==> src/sac_defines.svh <==
// Timing constants for the conversion-control block
// Assumes a 10 MHz clock; all counts derived from times in ns
`ifndef SAC_DEFINES_SVH
`define SAC_DEFINES_SVH
`define SAC_CLK_PERIOD_NS   100
`define SAC_RESULT_VALID_NS 8000
`define SAC_PREV_VALID_NS   7400
`define SAC_BUSY_AFTER_NS   50
`define SAC_BUSY_EOC_NS     220
// Longest time rounds down, least time rounds up, typical rounds down
`define SAC_PREV_CYC   (`SAC_PREV_VALID_NS / `SAC_CLK_PERIOD_NS)
`define SAC_EOC_CYC    (`SAC_BUSY_EOC_NS / `SAC_CLK_PERIOD_NS)
`define SAC_LEAD_CYC   ((`SAC_BUSY_AFTER_NS + `SAC_CLK_PERIOD_NS - 1) / `SAC_CLK_PERIOD_NS)
`define SAC_VALID_CYC  (`SAC_RESULT_VALID_NS / `SAC_CLK_PERIOD_NS)
`define SAC_WIDTH      16
`endif

==> src/sac_pkg.sv <==
// Types for the conversion-control block
// Assumes sac_defines.svh is available on the include path
package sac_pkg;
    typedef enum logic [1:0] {
        SAC_IDLE,
        SAC_CONV,
        SAC_EOC,
        SAC_LEAD
    } sac_state_t;
endpackage

==> src/sac_adc_ctrl.sv <==
// Conversion sequencing, busy status and result bus drive of a sampling converter
// Assumes cs_n and rd_conv arrive from pins; the analog core gives a code to latch
//
// Summary of operation
// - New result valid on outputs within 8 us of start edge.
// - Previous result stays valid typically 7.4 us after start.
// - Busy rises at least 50 ns after new result is valid.
// - Busy rises typically 220 ns after internal end of conversion.
// - Chip select ORed with select input; falling edge starts, chip select low with select input high enables output.
// - Busy low throughout conversion; data valid at its rising edge.
// - Result bus floats when chip select high or select input low.
`include "sac_defines.svh"
module sac_adc_ctrl
    import sac_pkg::*;
#(
    parameter int WIDTH = `SAC_WIDTH
) (
    input  wire logic             clk,
    input  wire logic             rst_n,
    input  wire logic             clk_en,
    input  wire logic             cs_n,
    input  wire logic             rd_conv,
    input  wire logic [WIDTH-1:0] sample_code,
    output logic                  busy,
    output logic                  conv_start,
    output logic [WIDTH-1:0]      result_bus_out,
    output logic [WIDTH-1:0]      result_bus_oe
);
    // ------------------------------------------------------------
    // Cycle counts
    // ------------------------------------------------------------
    localparam logic [7:0] PREV_CYC = 8'(`SAC_PREV_CYC);
    localparam logic [7:0] EOC_CYC  = 8'(`SAC_EOC_CYC);
    localparam logic [7:0] LEAD_CYC = 8'(`SAC_LEAD_CYC);
    localparam int         VALID_CYC = `SAC_VALID_CYC;

    // ------------------------------------------------------------
    // Pin synchronisers
    // ------------------------------------------------------------
    logic cs_s;
    logic rc_s;

    // Both synchronised levels reset high, so no false edge follows release
    sac_sync u_cs (
        .clk    (clk),
        .rst_n  (rst_n),
        .clk_en (clk_en),
        .pin    (cs_n),
        .level  (cs_s)
    );
    sac_sync u_rc (
        .clk    (clk),
        .rst_n  (rst_n),
        .clk_en (clk_en),
        .pin    (rd_conv),
        .level  (rc_s)
    );

    // ------------------------------------------------------------
    // State
    // ------------------------------------------------------------
    typedef struct packed {
        sac_state_t       st;
        logic [7:0]       cnt;
        logic             busy;
        logic             start;
        logic             gate_q;
        logic             drive;
        logic [WIDTH-1:0] result;
        logic [WIDTH-1:0] hold;
    } sac_regs_t;

    sac_regs_t r;
    sac_regs_t next_r;
    logic      gate;

    // OR of chip select and select input, active low
    function automatic logic sac_or(input logic c, input logic s);
        return c | s;
    endfunction

    // Sequencer and output drive
    always_comb begin
        next_r       = r;
        next_r.start = 1'b0;
        gate         = sac_or(cs_s, rc_s);
        next_r.gate_q = gate;
        next_r.drive = !cs_s && rc_s;
        case (r.st)
            SAC_IDLE: begin
                // Falling edge of combined input starts a conversion
                if (r.gate_q && !gate) begin
                    next_r.st    = SAC_CONV;
                    next_r.cnt   = 8'h00;
                    next_r.busy  = 1'b0;
                    next_r.start = 1'b1;
                    next_r.hold  = sample_code;
                end
            end
            SAC_CONV: begin
                // Old result kept until the typical handover time
                next_r.cnt = r.cnt + 8'h01;
                if (r.cnt == PREV_CYC - 8'h01) begin
                    next_r.st     = SAC_EOC;
                    next_r.cnt    = 8'h00;
                    next_r.result = r.hold;
                end
            end
            SAC_EOC: begin
                next_r.cnt = r.cnt + 8'h01;
                if (r.cnt == EOC_CYC - 8'h01) begin
                    next_r.st  = SAC_IDLE;
                    next_r.busy = 1'b1;
                end
            end
            default: begin
                next_r.st = SAC_IDLE;
            end
        endcase
        // Start edges during conversion fall through untouched
    end

    // State register
    always_ff @(posedge clk or negedge rst_n) begin
        if (!rst_n) begin
            r <= '{st: SAC_IDLE, cnt: 8'h00, busy: 1'b1, start: 1'b0, gate_q: 1'b1,
                   drive: 1'b0, result: '0, hold: '0};
        end else if (clk_en) begin
            r <= next_r;
        end
    end

    assign busy           = r.busy;
    assign conv_start     = r.start;
    assign result_bus_out = r.result;
    assign result_bus_oe  = {WIDTH{r.drive}};

    // ------------------------------------------------------------
    // Assertions
    // ------------------------------------------------------------
    int unsigned since_start;
    always_ff @(posedge clk or negedge rst_n) begin
        if (!rst_n) begin
            since_start <= 0;
        end else if (r.start) begin
            since_start <= 1;
        end else if (clk_en && since_start != 0 && since_start < 1000) begin
            since_start <= since_start + 1;
        end
    end
endmodule // sac_adc_ctrl

==> src/sac_sync.sv <==
// Three-stage synchroniser with agreement filter
// Assumes an asynchronous pin input and a single clock domain
module sac_sync (
    input  wire logic clk,
    input  wire logic rst_n,
    input  wire logic clk_en,
    input  wire logic pin,
    output logic      level
);
    logic [2:0] stage;

    // Level changes only once stages two and three agree
    always_ff @(posedge clk or negedge rst_n) begin
        if (!rst_n) begin
            stage <= 3'b111;
            level <= 1'b1;
        end else if (clk_en) begin
            stage <= {stage[1:0], pin};
            if (stage[1] == stage[2]) begin
                level <= stage[2];
            end
        end
    end
endmodule // sac_sync

==> config.mk <==
export PLATFORM = sky130hd
export DESIGN_NAME = sac_adc_ctrl
export DESIGN_NICKNAME = d
export VERILOG_FILES = /design/src/sac_pkg.sv /design/src/sac_adc_ctrl.sv /design/src/sac_sync.sv
export VERILOG_INCLUDE_DIRS = /design/src
export SDC_FILE = /design/constraint.sdc
export NUM_CORES = 1
export LEC_CHECK = 0
export BUFFER_PORTS_ARGS = -buffer_cell sky130_fd_sc_hd__buf_2
export CAP_MARGIN = 20
export CORE_ASPECT_RATIO = 1.2
export CORE_UTILIZATION = 30
export CTS_CLUSTER_DIAMETER = 150
export DETAILED_ROUTE_END_ITERATION = 12
export PLACE_DENSITY = 0.56
export RECOVER_POWER = 25
export SLEW_MARGIN = 10
export SYNTH_ARGS = -nofsm -noshare
export SYNTH_HDL_FRONTEND = slang
export SYNTH_SLANG_ARGS = --single-unit
==> constraint.sdc <==
create_clock -name clk -period 1.7 [get_ports clk]
set_clock_uncertainty 0.05 [all_clocks]
set_input_delay 0.17 -clock clk [delete_from_list [all_inputs] [get_ports clk]]
set_output_delay 0.17 -clock clk [all_outputs]
set_load 0.02 [all_outputs]
==> results.md <==
- Number of synthesis warnings: 0
- Clock buffer depth: 2
- Number of search-and-repair iterations in the first detailed-routing pass: 4
- Status: complete, but fails checks
- Global-route congestion overflow total: 0
- Seq/Total Area, Yosys: 51.3%
- Number of different library cells in the post-synthesis netlist: 38
- CTS H-tree lvls: 2
- Routed wire length: 4.70 mm
- Violations in the final reports: negative setup slack
- Count of pins over their slew limit: 0
- Total negative setup slack: -0.204 ns
- Sort of element at the end of the critical path: flop
- Critical path data required time: 1.85 ns
- DPL Wire Length: 3.27 mm
- CTS tree: done
- Die Span X: 87.9 um
- Category of the worst setup path launch point: flop
- Area of the die: 9240 um^2
- Net count of the finished layout: 292
- Commonest non-fill, non-tap cell in the layout: sky130_fd_sc_hd__buf_2
- RSZ-0062 raised after global routing: yes
- Hold violation count in the final report: 0
- Post-route DRC: 0
- Worst Path Class, Setup: reg2reg
- Global-route wire length before repair: 7.52 mm
- Latest clock arrival within the worst-skew pair: 0.30 ns
- Number of clock sinks: 54
- Proportion of total power due to net switching: 31.8%
- Worst setup slack after layout: -0.0296 ns
- IR Drop Worst-Case VDD: 601 uV
- Switching component of the power: 1.15 mW
- Tmin final: 1.73 ns
- Combined global-route utilization of all metal layers: 10.4%
- Setup crit end: result_bus_out[0]
- Starting Density: 31.0%
- Highest-count cells in the layout ignoring fill and taps: sky130_fd_sc_hd__buf_2, sky130_fd_sc_hd__dfrtp_1, sky130_fd_sc_hd__mux2_2, sky130_fd_sc_hd__buf_4, sky130_fd_sc_hd__mux2_4
- Post-route core utilization: 36.8%
- CP Data Arrival Time: 1.88 ns
- Share of layout cells above drive strength 1: 54.7%
- Reg-to-reg startpoint: r[43]
- Top achievable clock speed: 578 MHz
- Post-layout instance count excluding filler cells: 384
- Largest net degree at the start of global routing: 25
- Buffer type at the clock tree root: sky130_fd_sc_hd__clkbuf_8
- Clock slew seen by the registers of the worst setup and hold paths: 0.10 ns
- Fraction of power consumed by sequential logic: 48.7%
- Combinational power share: 32.0%
- Antenna diode count: 0
- Cell internal pwr: 2.46 mW
- Relative contribution of the clock network to total power: 19.3%
- Post-place instance area: 2940 um^2
- Max-capacitance violation count: 0
- Number of global-route vias before repair: 1676
- Cell area after layout: 3150 um^2
- Reg2reg end: result_bus_out[0]
- Initial DRC Count: 54
- Critical path peak fanout: 11
- Average footprint of a synthesized cell: 12.2 um^2
- Min-Delay Path Class: in2reg
- Worst-case reg-to-reg path depth: 5
- Routed WL per cell: 12.2 um
- Overall power of the completed layout: 3.61 mW
- Setup slack at placement: -0.0657 ns
- Transition time of the tightest slew-check pin: 0.628 ns
- Floorplan Core Area: 8560 um^2
- DP Cell Count: 369
- Number of port buffers: 54
- Cell Area, Synth: 2660 um^2
- Post-synth net total: 243
- Number of antenna violations at the first check in global routing: 0
- Power density over the cells: 1140 nW/um^2
- Floorplan row count: 37
- Post-DRT Antenna Nets: 0
- Post-route clock period utilization: 102%
- Gate count after technology mapping: 217
- Number of primary I/O pins: 55
- Startpoint of the worst setup timing path: r[43]
- Routed via count: 1693
- Worst-case headroom to the max-slew limit: 58.2%
- Leakage component of the power: 1.49 nW
- Final hold slack: 0.0402 ns
- Worst reg2reg setup slack: -0.03 ns
- Weighted congestion at the end of routability-driven global placement: 0.759
- Num CTS Buffers: 5
- Vias per Instance: 4.41
- DIE HEIGHT: 105 um
- Synth-to-Final Area Change: 18.7%
- Final number of setup-violating endpoints: 12
- Register bit total from synthesis: 54
per-layer routing:
metal / up-vias / share of wire, % / track usage, %
met4: 0 / 1.7 / 3.98
met1: 831 / 45 / 13.7
met5: - / 0 / 0
met3: 8 / 4.0 / 2.29
met2: 46 / 49 / 16.6
li1: 808 / - / -
synthesized netlist by cell type:
cell	count	area, um^2
sky130_fd_sc_hd__mux2_2	29	327
sky130_fd_sc_hd__nor2b_1	1	6.26
sky130_fd_sc_hd__o21ai_1	1	5.00
sky130_fd_sc_hd__o21a_1	4	30.0
sky130_fd_sc_hd__mux2_4	10	150
sky130_fd_sc_hd__nand2_1	12	45.0
sky130_fd_sc_hd__nand4_2	1	12.5
sky130_fd_sc_hd__nor2_1	7	26.3
sky130_fd_sc_hd__buf_4	32	240
sky130_fd_sc_hd__nor4_1	1	6.26
sky130_fd_sc_hd__and2_1	3	18.8
sky130_fd_sc_hd__dfrtp_1	44	1100
sky130_fd_sc_hd__nand4_1	1	6.26
sky130_fd_sc_hd__buf_12	1	20.0
sky130_fd_sc_hd__nand2_4	1	11.3
sky130_fd_sc_hd__o21ai_0	9	45.0
sky130_fd_sc_hd__dfstp_2	10	263
sky130_fd_sc_hd__nor3b_2	2	25.0
sky130_fd_sc_hd__buf_6	1	11.3
sky130_fd_sc_hd__a22o_1	1	8.76
sky130_fd_sc_hd__nand3b_1	1	7.51
sky130_fd_sc_hd__o211ai_1	1	7.51
sky130_fd_sc_hd__mux2_1	1	11.3
sky130_fd_sc_hd__a21boi_0	1	7.51
sky130_fd_sc_hd__or2_2	1	6.26
sky130_fd_sc_hd__a41oi_1	1	8.76
sky130_fd_sc_hd__clkbuf_1	1	3.75
sky130_fd_sc_hd__nand3_1	2	10.0
sky130_fd_sc_hd__ha_1	5	62.6
sky130_fd_sc_hd__nor3_1	5	25.0
sky130_fd_sc_hd__o32a_1	1	10.0
sky130_fd_sc_hd__nor2_4	1	11.3
sky130_fd_sc_hd__a21oi_1	11	55.1
sky130_fd_sc_hd__buf_2	2	10.0
sky130_fd_sc_hd__and2b_1	1	7.51
sky130_fd_sc_hd__o31ai_1	2	15.0
sky130_fd_sc_hd__nand2b_1	2	12.5
sky130_fd_sc_hd__inv_1	7	26.3
worst max-delay path: stages, from the launching register on:
cell and delay [ns]:
sky130_fd_sc_hd__dfrtp_1 0.44, sky130_fd_sc_hd__nor2_1 0.30, sky130_fd_sc_hd__nand4_2 0.19, sky130_fd_sc_hd__nor2_4 0.15, sky130_fd_sc_hd__buf_12 0.16, sky130_fd_sc_hd__mux2_2 0.33
worst min-delay path by stage:
stage | cells after the start | end | from | slack [ns]
floorplan | 0 | conv_start | rst_n | -0.18
global placement | 1 | r[43] | rst_n | 0.006
detailed placement | 1 | r[41] | rst_n | 0.01
CTS | 2 | r[13] | sample_code[13] | 0.03
global route | 2 | r[11] | sample_code[11] | 0.02
finish | 2 | r[5] | sample_code[5] | 0.04
cell families (layout without fill, tap and decap cells):
family / Yosys count / after routing / share of synthesized area [%]
mux: 40 / 40 / 18.4
buf+inv: 44 / 94 / 11.7
fa+ha+maj: 5 / 5 / 2.36
compound gates: 32 / 32 / 7.25
simple gates: 42 / 42 / 8.95
flops: 54 / 54 / 51.3
power by group through the flow:
stage | logic (mW) | registers [mW] | clock network, mW
3_3_place_gp | 0.990 | 1.76 | 0
3_5_place_dp | 1.01 | 1.78 | 0
6_report | 1.16 | 1.76 | 0.698
5_1_grt | 1.26 | 1.80 | 0.775
4_1_cts | 1.05 | 1.76 | 0.729
2_1_floorplan | 0.813 | 1.76 | 0
final cells by class:
cell class	instances	area (um^2)
repair buffers	79	459
fillers	854	5410
clock buffers	6	72.6
clock inverters	2	13.8
flip-flops and latches	54	1360
well taps	117	146
inverters	7	26.3
multi-input cells	119	1070
sequential cells by signal (all words and copies together), names as in the netlist:
signal	cells
r	27
result_bus_out	16
u_cs.stage	3
u_rc.stage	3
busy	1
conv_start	1
result_bus_oe	1
u_cs.level	1
u_rc.level	1
what timing repair did:
item                       4_1_cts  5_1_grt
gates resized for setup          6       19
setup endpoints to repair       33       27
hold buffers                     1        0
hold endpoints to repair         8        0
cloned                           0        1
pin swaps                        3        5
setup buffers                    2        3
Power figures use the tool's default switching activity.
